==> src/ioxp_pkg.sv <==
// Constants and carrier types shared by the I/O expander port logic.
// Assumes one 50 MHz clock and a plain byte-wide register port.
package ioxp_pkg;

    // Bits per port and number of ports.
    localparam int PORT_W = 8;
    localparam int NPORTS = 2;
    // Register address width; bit 4 selects port B.
    localparam int ADDR_W = 5;
    localparam int BANK_BIT = 4;

    // Register offsets inside one port bank.
    localparam logic [3:0] OFS_DIR = 4'h0;
    localparam logic [3:0] OFS_IRQ_EN = 4'h2;
    localparam logic [3:0] OFS_DEF = 4'h3;
    localparam logic [3:0] OFS_SRC = 4'h4;
    localparam logic [3:0] OFS_CFG = 4'h5;
    localparam logic [3:0] OFS_PULLUP = 4'h6;
    localparam logic [3:0] OFS_FLAGS = 4'h7;
    localparam logic [3:0] OFS_CAPTURE = 4'h8;
    localparam logic [3:0] OFS_PINS = 4'h9;
    localparam logic [3:0] OFS_LATCH = 4'hA;

    // Field positions in the configuration register.
    localparam int CFG_MIRROR_BIT = 6;
    localparam int CFG_ODR_BIT = 2;
    localparam int CFG_POL_BIT = 1;
    // Bit 0 of the configuration register is unimplemented.
    localparam logic [7:0] CFG_WMASK = 8'hFE;

    // Reset values.
    localparam logic [7:0] RST_DIR = 8'hFF;
    localparam logic [7:0] RST_ZERO = 8'h00;

    // Nominal weak pull-up, for the pad designer; logic only gates it.
    localparam int PULLUP_KOHM = 100;

    // Comparison setup of one port.
    typedef struct packed {
        logic [PORT_W-1:0] dir;
        logic [PORT_W-1:0] irq_en;
        logic [PORT_W-1:0] def_val;
        logic [PORT_W-1:0] src_sel;
    } ioxp_cmp_cfg_t;

    // Interrupt state that one port shows to the register file.
    typedef struct packed {
        logic [PORT_W-1:0] level;
        logic [PORT_W-1:0] flags;
        logic [PORT_W-1:0] capture;
        logic pending;
    } ioxp_irq_view_t;

endpackage

==> src/ioxp_port_irq.sv <==
// Change detector for one port: pin synchroniser, reference, flags, capture.
// Assumes the clear strobe is a one-cycle pulse from the register file.
`timescale 1ns/100ps
`default_nettype none

module ioxp_port_irq
(
    // Clock and reset.
    input wire logic mclk_i,
    input wire logic rst_n_i,
    // Raw pin levels and comparison setup.
    input wire logic [ioxp_pkg::PORT_W-1:0] pin_i,
    input wire ioxp_pkg::ioxp_cmp_cfg_t cfg_i,
    // Read of the pins or capture register of this port.
    input wire logic clear_i,
    // Interrupt state.
    output var ioxp_pkg::ioxp_irq_view_t view_o
);

    localparam int W = ioxp_pkg::PORT_W;

    logic [W-1:0] meta_r; // First synchroniser stage, read only by sync_r.
    logic [W-1:0] sync_r; // Synchronised pin levels.
    logic [W-1:0] prev_r; // Previous-value reference.
    logic [W-1:0] flags_r; // Pins that caused the pending interrupt.
    logic [W-1:0] cap_r; // Pin levels caught at the interrupt.
    logic pend_r; // Internal interrupt of this port.
    logic [W-1:0] armed; // Inputs enabled for change detection.
    logic [W-1:0] diff_ref; // Mismatch against the live reference.
    logic [W-1:0] diff_new; // Mismatch once the reference is renewed.
    logic [W-1:0] hit;
    logic [W-1:0] prev_nxt;
    logic [W-1:0] flags_nxt;
    logic [W-1:0] cap_nxt;
    logic pend_nxt;
    logic load;

    // Only enabled inputs take part; outputs never do.
    assign armed = cfg_i.irq_en & cfg_i.dir;
    // Each bit compares with its default or with its previous value.
    assign diff_ref = armed & (cfg_i.src_sel & (sync_r ^ cfg_i.def_val) |
        ~cfg_i.src_sel & (sync_r ^ prev_r));
    // After a clear, change-mode bits restart from the current level, so
    // only default-mode mismatches survive the clear.
    assign diff_new = armed & cfg_i.src_sel & (sync_r ^ cfg_i.def_val);
    // A clear re-arms at once; otherwise only the first event is taken.
    assign hit = clear_i ? diff_new : diff_ref;
    assign load = (clear_i | ~pend_r) & (|hit);
    assign pend_nxt = load | (pend_r & ~clear_i);
    assign flags_nxt = load ? hit : (clear_i ? ioxp_pkg::RST_ZERO : flags_r);
    assign cap_nxt = load ? sync_r : cap_r;
    // The reference is frozen while an interrupt is pending, renewed on
    // clear, and follows the pins while idle.
    assign prev_nxt = (clear_i | ~(pend_r | load)) ? sync_r : prev_r;

    // Two-stage synchroniser; the raw pins are asynchronous.
    always_ff @(posedge mclk_i or negedge rst_n_i)
    begin
        if (!rst_n_i)
        begin
            meta_r <= ioxp_pkg::RST_ZERO;
            sync_r <= ioxp_pkg::RST_ZERO;
        end
        else
        begin
            meta_r <= pin_i;
            sync_r <= meta_r;
        end
    end

    // Interrupt state registers.
    always_ff @(posedge mclk_i or negedge rst_n_i)
    begin
        if (!rst_n_i)
        begin
            prev_r <= ioxp_pkg::RST_ZERO;
            flags_r <= ioxp_pkg::RST_ZERO;
            cap_r <= ioxp_pkg::RST_ZERO;
            pend_r <= 1'b0;
        end
        else
        begin
            prev_r <= prev_nxt;
            flags_r <= flags_nxt;
            cap_r <= cap_nxt;
            pend_r <= pend_nxt;
        end
    end

    // One driver for the whole view, in field order: level, flags,
    // capture, pending.
    assign view_o = {sync_r, flags_r, cap_r, pend_r};

endmodule

`default_nettype wire

==> src/ioxp_top.sv <==
// Two-port I/O expander core: registers, pin drive and interrupt outputs.
// Assumes a serial front end that issues one-cycle register strobes.
//
// Operation
// - Pull-up only on enabled input pins.
// - Flag bit set for each pin causing interrupt.
// - Flag register ignores all writes.
// - Capture loads on interrupt, holds until cleared.
// - Pins read returns levels; write goes to latch.
// - Latch read returns latch; latch drives outputs.
// - Each port has own interrupt, cleared by read.
// - Unmirrored: port A to A, B to B.
// - Mirrored: both outputs carry A or B.
// - Mirrored: each read clears only its port.
// - Change mode compares enabled pin with previous.
// - Default mode compares enabled pin with default.
// - Only enabled inputs may cause interrupts.
// - Clear takes effect at end of read.
// - Writes never affect a pending interrupt.
// - First event captures; later ones ignored until clear.
// - Only default mismatch re-sets and recaptures after clear.
// - Clear renews the previous-value reference.
// - Default mismatch persists across reads.
// - Outputs selectable high, low or open-drain.
// - Open-drain overrides polarity; polarity picks level.
// - Source bit one selects default compare.
// - Enable bit one arms change detection.
`timescale 1ns/100ps
`default_nettype none

module ioxp_top
(
    // Clock and reset.
    input wire logic mclk_i,
    input wire logic rst_n_i,
    // Register port.
    input wire logic [ioxp_pkg::ADDR_W-1:0] addr_i,
    input wire logic [ioxp_pkg::PORT_W-1:0] wdata_i,
    input wire logic wr_i,
    input wire logic rd_i,
    output logic [ioxp_pkg::PORT_W-1:0] rdata_o,
    // Port A pins.
    input wire logic [ioxp_pkg::PORT_W-1:0] port_a_pins_i,
    output logic [ioxp_pkg::PORT_W-1:0] port_a_pins_o,
    output logic [ioxp_pkg::PORT_W-1:0] port_a_pins_oe_o,
    output logic [ioxp_pkg::PORT_W-1:0] port_a_pullup_o,
    // Port B pins.
    input wire logic [ioxp_pkg::PORT_W-1:0] port_b_pins_i,
    output logic [ioxp_pkg::PORT_W-1:0] port_b_pins_o,
    output logic [ioxp_pkg::PORT_W-1:0] port_b_pins_oe_o,
    output logic [ioxp_pkg::PORT_W-1:0] port_b_pullup_o,
    // Interrupt outputs.
    output logic irq_out_a_o,
    output logic irq_out_a_oe_o,
    output logic irq_out_b_o,
    output logic irq_out_b_oe_o
);

    localparam int W = ioxp_pkg::PORT_W;
    localparam int NP = ioxp_pkg::NPORTS;

    // Interrupt pad drive: open-drain pulls low only while active and
    // floats otherwise; push-pull always drives, at the chosen polarity.
    function automatic logic [1:0] irq_drive(input logic active,
        input logic open_drain_select, input logic pol);
        logic [1:0] res;
        res = 2'b00;
        if (open_drain_select)
        begin
            res = {1'b0, active};
        end
        else
        begin
            res = {~(active ^ pol), 1'b1};
        end
        return res;
    endfunction

    // Per-port registers, one copy for each port; configuration and read data are shared.
    logic [W-1:0] dir_r [NP]; // One marks an input pin.
    logic [W-1:0] irq_en_r [NP]; // Change interrupt enables.
    logic [W-1:0] def_r [NP]; // Default compare values.
    logic [W-1:0] src_r [NP]; // Compare source select.
    logic [W-1:0] pullup_r [NP]; // Pull-up enables.
    logic [W-1:0] latch_r [NP]; // Output latches.
    logic [W-1:0] cfg_r; // Shared configuration register.
    logic [W-1:0] rdata_r; // Registered read data.
    logic [W-1:0] rdata_nxt;
    logic [W-1:0] cfg_nxt;

    // Address decode.
    logic sel_b; // Access targets port B.
    logic [3:0] ofs; // Offset within the port bank.
    logic hit_cfg; // Either copy of the configuration address.
    logic [NP-1:0] wr_port; // Write aimed at a port.
    logic [NP-1:0] clr_port; // Read that clears a port.

    // Interrupt routing.
    logic mirror;
    logic open_drain_select;
    logic pol;
    logic irq_a_act;
    logic irq_b_act;
    logic [1:0] drv_a;
    logic [1:0] drv_b;

    // Detector views and settings.
    ioxp_pkg::ioxp_cmp_cfg_t cmp_cfg [NP];
    ioxp_pkg::ioxp_irq_view_t view [NP];
    logic [W-1:0] pins_raw [NP];
    ioxp_pkg::ioxp_irq_view_t rview; // View of the addressed port.

    // Bit 4 of the address picks the bank; the low nibble the register.
    assign sel_b = addr_i[ioxp_pkg::BANK_BIT];
    assign ofs = addr_i[3:0];
    assign hit_cfg = (ofs == ioxp_pkg::OFS_CFG);

    // Write and clear strobes per port.
    assign wr_port = sel_b ? {wr_i, 1'b0} : {1'b0, wr_i};
    // A read of the pins or capture register clears only its own port;
    // writes to those registers take no part here.
    assign clr_port = (rd_i & (ofs == ioxp_pkg::OFS_PINS |
        ofs == ioxp_pkg::OFS_CAPTURE)) ?
        (sel_b ? 2'b10 : 2'b01) : 2'b00;

    // Configuration: the unimplemented bit stays zero.
    assign cfg_nxt = (wr_i & hit_cfg) ? (wdata_i & ioxp_pkg::CFG_WMASK) :
        cfg_r;

    // Configuration fields.
    assign mirror = cfg_r[ioxp_pkg::CFG_MIRROR_BIT];
    assign open_drain_select = cfg_r[ioxp_pkg::CFG_ODR_BIT];
    assign pol = cfg_r[ioxp_pkg::CFG_POL_BIT];

    // Raw pins into the detectors.
    assign pins_raw[0] = port_a_pins_i;
    assign pins_raw[1] = port_b_pins_i;

    // Per-port register writes. Flags and capture have no write path, so
    // a write to them is dropped.
    always_ff @(posedge mclk_i or negedge rst_n_i)
    begin
        if (!rst_n_i)
        begin
            for (int p = 0; p < NP; p++)
            begin
                dir_r[p] <= ioxp_pkg::RST_DIR;
                irq_en_r[p] <= ioxp_pkg::RST_ZERO;
                def_r[p] <= ioxp_pkg::RST_ZERO;
                src_r[p] <= ioxp_pkg::RST_ZERO;
                pullup_r[p] <= ioxp_pkg::RST_ZERO;
                latch_r[p] <= ioxp_pkg::RST_ZERO;
            end
        end
        else
        begin
            for (int p = 0; p < NP; p++)
            begin
                if (wr_port[p])
                begin
                    unique case (ofs)
                        ioxp_pkg::OFS_DIR: dir_r[p] <= wdata_i;
                        ioxp_pkg::OFS_IRQ_EN: irq_en_r[p] <= wdata_i;
                        ioxp_pkg::OFS_DEF: def_r[p] <= wdata_i;
                        ioxp_pkg::OFS_SRC: src_r[p] <= wdata_i;
                        ioxp_pkg::OFS_PULLUP: pullup_r[p] <= wdata_i;
                        // Both pin and latch writes land in the latch.
                        ioxp_pkg::OFS_PINS: latch_r[p] <= wdata_i;
                        ioxp_pkg::OFS_LATCH: latch_r[p] <= wdata_i;
                        // Flags, capture and unmapped: ignored.
                        default: latch_r[p] <= latch_r[p];
                    endcase
                end
            end
        end
    end

    // Shared configuration and read data.
    always_ff @(posedge mclk_i or negedge rst_n_i)
    begin
        if (!rst_n_i)
        begin
            cfg_r <= ioxp_pkg::RST_ZERO;
            rdata_r <= ioxp_pkg::RST_ZERO;
        end
        else
        begin
            cfg_r <= cfg_nxt;
            rdata_r <= rdata_nxt;
        end
    end

    // One change detector per port.
    for (genvar g = 0; g < NP; g++)
    begin : g_port
        // One driver per element, in field order: dir, enable, default,
        // source.
        assign cmp_cfg[g] = {dir_r[g], irq_en_r[g], def_r[g], src_r[g]};

        ioxp_port_irq u_irq
        (
            .mclk_i(mclk_i),
            .rst_n_i(rst_n_i),
            .pin_i(pins_raw[g]),
            .cfg_i(cmp_cfg[g]),
            .clear_i(clr_port[g]),
            .view_o(view[g])
        );
    end

    // Read selection; the value is what the register held in the strobe
    // cycle, so a clearing read still returns the captured byte.
    assign rview = sel_b ? view[1] : view[0];

    always_comb
    begin
        rdata_nxt = ioxp_pkg::RST_ZERO;
        if (rd_i)
        begin
            if (hit_cfg)
            begin
                rdata_nxt = cfg_r;
            end
            else if (sel_b)
            begin
                unique case (ofs)
                    ioxp_pkg::OFS_DIR: rdata_nxt = dir_r[1];
                    ioxp_pkg::OFS_IRQ_EN: rdata_nxt = irq_en_r[1];
                    ioxp_pkg::OFS_DEF: rdata_nxt = def_r[1];
                    ioxp_pkg::OFS_SRC: rdata_nxt = src_r[1];
                    ioxp_pkg::OFS_PULLUP: rdata_nxt = pullup_r[1];
                    ioxp_pkg::OFS_FLAGS: rdata_nxt = rview.flags;
                    ioxp_pkg::OFS_CAPTURE: rdata_nxt = rview.capture;
                    ioxp_pkg::OFS_PINS: rdata_nxt = rview.level;
                    ioxp_pkg::OFS_LATCH: rdata_nxt = latch_r[1];
                    default: rdata_nxt = ioxp_pkg::RST_ZERO;
                endcase
            end
            else
            begin
                unique case (ofs)
                    ioxp_pkg::OFS_DIR: rdata_nxt = dir_r[0];
                    ioxp_pkg::OFS_IRQ_EN: rdata_nxt = irq_en_r[0];
                    ioxp_pkg::OFS_DEF: rdata_nxt = def_r[0];
                    ioxp_pkg::OFS_SRC: rdata_nxt = src_r[0];
                    ioxp_pkg::OFS_PULLUP: rdata_nxt = pullup_r[0];
                    ioxp_pkg::OFS_FLAGS: rdata_nxt = rview.flags;
                    ioxp_pkg::OFS_CAPTURE: rdata_nxt = rview.capture;
                    ioxp_pkg::OFS_PINS: rdata_nxt = rview.level;
                    ioxp_pkg::OFS_LATCH: rdata_nxt = latch_r[0];
                    default: rdata_nxt = ioxp_pkg::RST_ZERO;
                endcase
            end
        end
    end

    assign rdata_o = rdata_r;

    // Interrupt routing: separate per port, or both outputs carry the OR.
    // In mirrored mode each port's own signal is still cleared only by
    // its own read, so the OR stays active until both are read.
    assign irq_a_act = mirror ? (view[0].pending | view[1].pending) :
        view[0].pending;
    assign irq_b_act = mirror ? (view[0].pending | view[1].pending) :
        view[1].pending;
    assign drv_a = irq_drive(irq_a_act, open_drain_select, pol);
    assign drv_b = irq_drive(irq_b_act, open_drain_select, pol);

    assign irq_out_a_o = drv_a[1];
    assign irq_out_a_oe_o = drv_a[0];
    assign irq_out_b_o = drv_b[1];
    assign irq_out_b_oe_o = drv_b[0];

    // Pin drive: latches drive the outputs; inputs float.
    assign port_a_pins_o = latch_r[0];
    assign port_a_pins_oe_o = ~dir_r[0];
    assign port_b_pins_o = latch_r[1];
    assign port_b_pins_oe_o = ~dir_r[1];

    // The weak pull-up is only meaningful on an input pin, and keeping it
    // off on outputs saves current against a driven low.
    assign port_a_pullup_o = pullup_r[0] & dir_r[0];
    assign port_b_pullup_o = pullup_r[1] & dir_r[1];

endmodule

`default_nettype wire

==> config.mk <==
export PLATFORM = sky130hd
export DESIGN_NAME = ioxp_top
export DESIGN_NICKNAME = d
export VERILOG_FILES = /design/src/ioxp_pkg.sv /design/src/ioxp_port_irq.sv /design/src/ioxp_top.sv
export SDC_FILE = /design/constraint.sdc
export NUM_CORES = 1
export LEC_CHECK = 0
export BUFFER_PORTS_ARGS = -buffer_cell sky130_fd_sc_hd__buf_2
export CORE_UTILIZATION = 54
export DETAILED_ROUTE_END_ITERATION = 8
export PLACE_DENSITY = 0.74
export SETUP_SLACK_MARGIN = 0.4
export SYNTH_ARGS = -nofsm -noshare
export SYNTH_HDL_FRONTEND = slang
export SYNTH_SLANG_ARGS = --single-unit
==> constraint.sdc <==
create_clock -name mclk_i -period 6.7 [get_ports mclk_i]
set_clock_uncertainty 0.1 [all_clocks]
set_input_delay 1.005 -clock mclk_i [delete_from_list [all_inputs] [get_ports mclk_i]]
set_output_delay 1.005 -clock mclk_i [all_outputs]
set_load 0.01 [all_outputs]
# [Yosys cells after proc, flatten, opt, wreduce, memory -nomap -nowiden]
# Index checks and enable logic that the tools add are counted.
[totals] reg_bits=193 latchBits=0 mem_bits_rw=0 romBits=0 inputBits=33 output_inout_bits=60 elab_cells=122 memories=0
[op_classes] add_sub_neg=0 n_mul=0 div_mod_pow=0 magnitude_cmp=0 eq_ne=9 shift=0 muxes=19 bitwise_logic=50 n_reduce_logical=18
[op_table] op="$pmux 8 s9" count=2
[op_table] op="$and 8x8->8" count=14
[op_table] op="$mux 8" count=9
[op_table] op="$not 8->8" count=4
[op_table] op="$xor 8x8->8" count=4
[op_table] op="$mux 25" count=1
[op_table] op="$reduce_and 2->1" count=12
[op_table] op="$eq 4x3->1 const B" count=4
[op_table] op="$or 8x8->8" count=2
[op_table] op="$reduce_or 8->1" count=2
[op_table] op="$eq 4x4->1 const B" count=3
[op_table] op="$mux 2" count=5
[op_table] op="$or 1x1->1" count=10
[op_table] op="$eq 4x2->1 const B" count=2
[op_table] op="$not 1->1" count=8
[op_table] op="$and 1x1->1" count=6
[op_table] op="$logic_not 4->1" count=1
[op_table] op="$reduce_bool 2->1" count=2
[op_table] op="$mux 1" count=2
[op_table] op="$reduce_or 2->1" count=1
[op_table] op="$xor 1x1->1" count=2

# [Longest topological paths before layout]
[depth] ltp_word=10 mapped_depth=9 mapped_depth_nobuf=6

# [By module]
# A second synthesis with hierarchy kept.
[unflattened] cells_unflattened=770 area_unflattened_um2=9696.8
[modules_own_cells] module="ioxp_top" n_inst=1 cells_each=520 area_each_um2=6033.3 seq_area_each_um2=2797.7
[modules_own_cells] module="ioxp_port_irq" n_inst=2 cells_each=125 area_each_um2=1831.8 seq_area_each_um2=1026.0

# [Worst setup path after synthesis]
# Ideal clock, no wire load.
[synth_timing] path_kind="input-to-reg" startpoint="in addr_i[2] in the netlist's numbering" endpoint="reg g_port[1].u_irq.cap_r[0]" setup_time_ns=0.125 arrival_time_ns=2.713 required_ns=6.475 slack_ns=3.763 stages=9 n_path_buf=3 path_cell_list="buf_6 -> nand2b_4 -> buf_6 -> or4_4 -> buf_6 -> nand2_8 -> inv_2 -> a211oi_4 -> mux2_2"
[synth_via] elab_chain_len=7 word_cells_on_any_way=9 classes_between="eq/ne (2); mux (2); bitwise (4); reduce/logical (1)"
[synth_rtl] item="from (decl)" line="ioxp_top.sv:37" source="input wire logic [ioxp_pkg::ADDR_W-1:0] addr_i,"
[synth_rtl] item="$eq 4x4->1, on equally long branches" line="ioxp_top.sv:122, ioxp_top.sv:123"
[synth_rtl] item="$or 1x1->1 (*)" line="ioxp_top.sv:122" source="assign clr_port = (rd_i & (ofs == ioxp_pkg::OFS_PINS |"
[synth_rtl] item="$and 1x1->1 (*)" line="ioxp_top.sv:122"
[synth_rtl] item="$mux 2 (*)" line="ioxp_top.sv:123" source="ofs == ioxp_pkg::OFS_CAPTURE)) ?"
[synth_rtl] item="$mux 8" line="ioxp_port_irq.sv:47" source="assign hit = clear_i ? diff_new : diff_ref;"
[synth_rtl] item="$reduce_or 8->1" line="ioxp_port_irq.sv:48" source="assign load = (clear_i | ~pend_r) & (|hit);"
[synth_rtl] item="$and 1x1->1 (*)" line="ioxp_port_irq.sv:48"
[synth_rtl] item="to (signal assigned)" line="ioxp_port_irq.sv:78" source="cap_r <= ioxp_pkg::RST_ZERO;"
[synth_rtl] item="to (signal assigned)" line="ioxp_port_irq.sv:85" source="cap_r <= cap_nxt;"
[synth_rtl] item="to (decl)" line="ioxp_port_irq.sv:26" source="logic [W-1:0] cap_r;"
# Mark *: on every way between the ends. The rest lies on a longest branch, timed or not.
# A chain may end at the register's enable or synchronous reset.

# [Worst setup path after layout]
[layout_timing] startpoint="in addr_i[0] in the netlist's numbering" endpoint="reg latch_r, in the netlist port_a_pins_o[0]"
[layout_via] elab_chain_len=3 word_cells_on_any_way=4 classes_between="eq/ne (2); reduce/logical (2)"
[layout_rtl] item="$eq 4x4->1" line="ioxp_top.sv:161" source="unique case (ofs)"
[layout_rtl] item="$reduce_or 2->1 (no source line) (*)"
[layout_rtl] item="$reduce_and 2->1 (no source line) (*)"
[layout_rtl] item="to (signal, indexed assignment)" line="ioxp_top.sv:168" source="ioxp_pkg::OFS_PINS: latch_r[p] <= wdata_i;"
[layout_rtl] item="to (signal, indexed assignment)" line="ioxp_top.sv:169" source="ioxp_pkg::OFS_LATCH: latch_r[p] <= wdata_i;"
[layout_rtl] item="to (signal, indexed assignment)" line="ioxp_top.sv:171" source="default: latch_r[p] <= latch_r[p];"
[layout_rtl] item="to (decl)" line="ioxp_top.sv:85" source="logic [W-1:0] latch_r [NP];"
# Marks and branches as above.

==> results.md <==
* Main synth FF type: dfrtp_1
* Synth top area share at 0.478
* Average wire per standard cell at between 20 and 25 um
* Commonest non-fill, non-tap cell in the layout: dfrtp_1
* Max incr delay on CP at 1070 ps
* Critical Path End Type: register
* H-tree Lvls at 4
* Die area at approximately 18000 um2
* Synthesized area at approximately 9300 um2
* Shortest period the worst path allows at about 3600 ps
* Worst Path Max Fanout at 22
* Initial Utilization at 0.555
* Synth area leader: dfrtp_1
* I/O pins at 93
* Setup TNS at 0 ps
* Fill count at around 1400
* Syn-to-layout area delta at 12.9%
* Critical Path Start Type: primary input
* Area of the multi-input gates at between 4000 and 5000 um2
* Number of DRC markers in iteration 0 at approximately 1000
* Crit path cell chain: buf_2, inv_1, nor3_2, o21ai_1, mux2_2
* DR DRC count at 0
* Setup bufs post-CTS at 0
* Cts bufs inserted at 17
* WS Path Type: in -> reg
* Final worst-path cycle share at 0.542
* Core area at 16700 um2
* Avg Inst Size Synth at around 12 um2
* Pre-antenna DRT Iters at 8
* Most frequent cells in the layout: 177 x dfrtp_1, 128 x mux2_2, 91 x buf_2, 39 x o21ai_0, 35 x nand2_1
* Fin. Hold Viols at 0
* TritonCTS Sinks at approximately 190
* Critical Path AT at a little under 4000 ps
* CP bufs+invs at 2
* Clock Tree Buf Depth at 2
* Sequential cell area at between 4000 and 5000 um2
* Clk slew on worst S/H paths at 70 ps
* Leak pwr at about 0.0046 uW
* Dpl hpwl at around 18000 um
* Final GP Congestion at around 0.96
* Initial antenna violation count at 0
* Largest net degree at the start of global routing at between 100 and 150
* Outcome: finished, final reports clean
* PostCTS Resize Cnt at 0
* Worst slew pin tran at about 1300 ps
* Rows at between 40 and 50
* CP top delay family: simple AND/OR/NAND/NOR gates
* Clk Latency, worst-skew pair at ~450 ps
* Vias at a little over 7000
* Critical Path Slowest Stage Cell: nor3_2
* Fmax at roughly 0.28 GHz
* Syn nets at between 800 and 900
* Finish-stage setup viols at 0
* Via/cell ratio at around 6.5
* Final net count at a little under 900
* Die W at approximately 130 um
* Synth area leaders: dfrtp_1 48%, mux2_2 16%, dfstp_2 4.5%
* Port Buffers at slightly above 90
* Asr flop ratio synth at 1.00
* Share of layout cells above drive strength 1 at 0.352
* Req. time, crit path at approximately 7000 ps
* Die Ht at 133 um
* Ant diodes at 0
* Max IR drop VDD at about 230 uV
* EDFF count, synth at 0
* Hold Path Class: reg -> reg
* Synthesized instance count at between 700 and 800
* Post-synthesis cell type count at 62
* Slew HR at 0.124
* First-pass GRT wire length at between 40000 and 50000 um
* Post-CTS Hold Buffers at 0
* GRT Util Overall at 0.315
* Root buffer cell: clkbuf_16
* Routed Antenna Nets at 0
* Unrepaired setup endpoints after global routing: no
* Register bit total from synthesis at 193
* Max Slew Vio Count at 0
* Gr ovfl total at 0
* Seq/Total Area, Yosys at 0.523
* Vias in the first global route at a little under 7000
* WL final at approximately 27000 um
* CTS tree: yes
* PwrDens at 352 nW/um2
* Total number of yosys warnings at 0
* Max cap viols at 0
* Final Core Density at 0.627
flip-flops by register name (all words and copies together), names as in the netlist, 8 cells and up:
register / count
g_port.u_irq.prev_r: 16
cmp_cfg: 64
g_port.u_irq.cap_r: 16
pullup_r: 16
port_a_pins_o: 8
g_port.u_irq.flags_r: 16
rdata_o: 8
g_port.u_irq.meta_r: 16
g_port.u_irq.sync_r: 16
port_b_pins_o: 8
per-layer routing:
metal	track usage	up-vias	wire length, um
li1	-	2988	-
met1	0.447	3500	11200
met2	0.456	456	11800
met3	0.0724	92	2710
met4	0.151	0	1030
met5	0	-	0
final timing paths:
path                                                start  depth (start not counted)  slack, ps                         to
min in group asynchronous                         rst_n_i                          1        530  g_port[1].u_irq.meta_r[5]
worst min-delay path            g_port[1].u_irq.meta_r[5]                          0        250  g_port[1].u_irq.sync_r[5]
worst max register to register                 cmp_cfg[2]                          6       3890  g_port[1].u_irq.prev_r[1]
worst min register to register  g_port[1].u_irq.meta_r[5]                          0        250  g_port[1].u_irq.sync_r[5]
max in group asynchronous                         rst_n_i                          2       4460                 rdata_o[6]
worst max-delay path                            addr_i[0]                          5       3070           port_a_pins_o[0]
cell usage after synthesis (4+ instances only):
| library cell | n |
|---|---|
| a32oi_1 | 9 |
| a222oi_1 | 9 |
| o2111ai_1 | 4 |
| mux2_4 | 9 |
| a22o_1 | 5 |
| a221oi_1 | 9 |
| nand4_1 | 14 |
| nand3_1 | 28 |
| xor2_1 | 16 |
| buf_2 | 12 |
| nor3_1 | 5 |
| buf_6 | 4 |
| o21ai_0 | 39 |
| mux2_2 | 128 |
| xnor2_1 | 16 |
| a31oi_1 | 6 |
| and2_1 | 29 |
| o22ai_1 | 10 |
| a31o_2 | 5 |
| dfstp_2 | 16 |
| nand2_1 | 35 |
| clkbuf_1 | 32 |
| dfrtp_1 | 177 |
| nor2b_1 | 4 |
| a22oi_1 | 21 |
| mux2i_1 | 24 |
| nor2_1 | 17 |
| inv_1 | 22 |
| a21oi_1 | 16 |
| and3_1 | 7 |
where the power goes:
group	internal, uW	total (uW)	switching (uW)
clock	602	1060	457
combinational	441	860	419
sequential	1470	1760	291
kinds of logic (layout without fill, tap and decap cells):
kind of cell | count (synthesis) | after routing | share of synthesized area
flip-flops | 193 | 193 | 0.523
AO/OA/AOI/OAI | 149 | 149 | 0.113
AND/OR/NAND/NOR | 167 | 167 | 0.104
buffers and inverters | 72 | 153 | 0.0340
multiplexers | 161 | 161 | 0.196
XOR/XNOR | 32 | 32 | 0.0302
stage by stage:
| stage | cell area (um2) | instances | worst slack (ps) | hold WS [ps] | total power (uW) |
|---|---|---|---|---|---|
| finish | 10500 | 1075 | 3070 | 248 | 3680 |
| CTS | 10500 | 1075 | 3300 | 251 | 3680 |
| detailed placement | 9860 | 1043 | 2850 | 235 | 2620 |
| global route | 10500 | 1075 | 3080 | 252 | 3840 |
| global placement | 9860 | 1043 | 2930 | 233 | 2580 |
| floorplan | 9270 | 774 | 3760 | 231 | 2280 |
layout make-up:
cell class | instances | share of cell area
clock buffers | 21 | 0.0430
flip-flops and latches | 193 | 0.463
multi-input cells | 509 | 0.395
inverters | 23 | 0.00824
repair buffers | 98 | 0.0491
clock inverters | 11 | 0.0149
well taps | 220 | 0.0263
No activity file was read; power rests on OpenSTA's default activity.
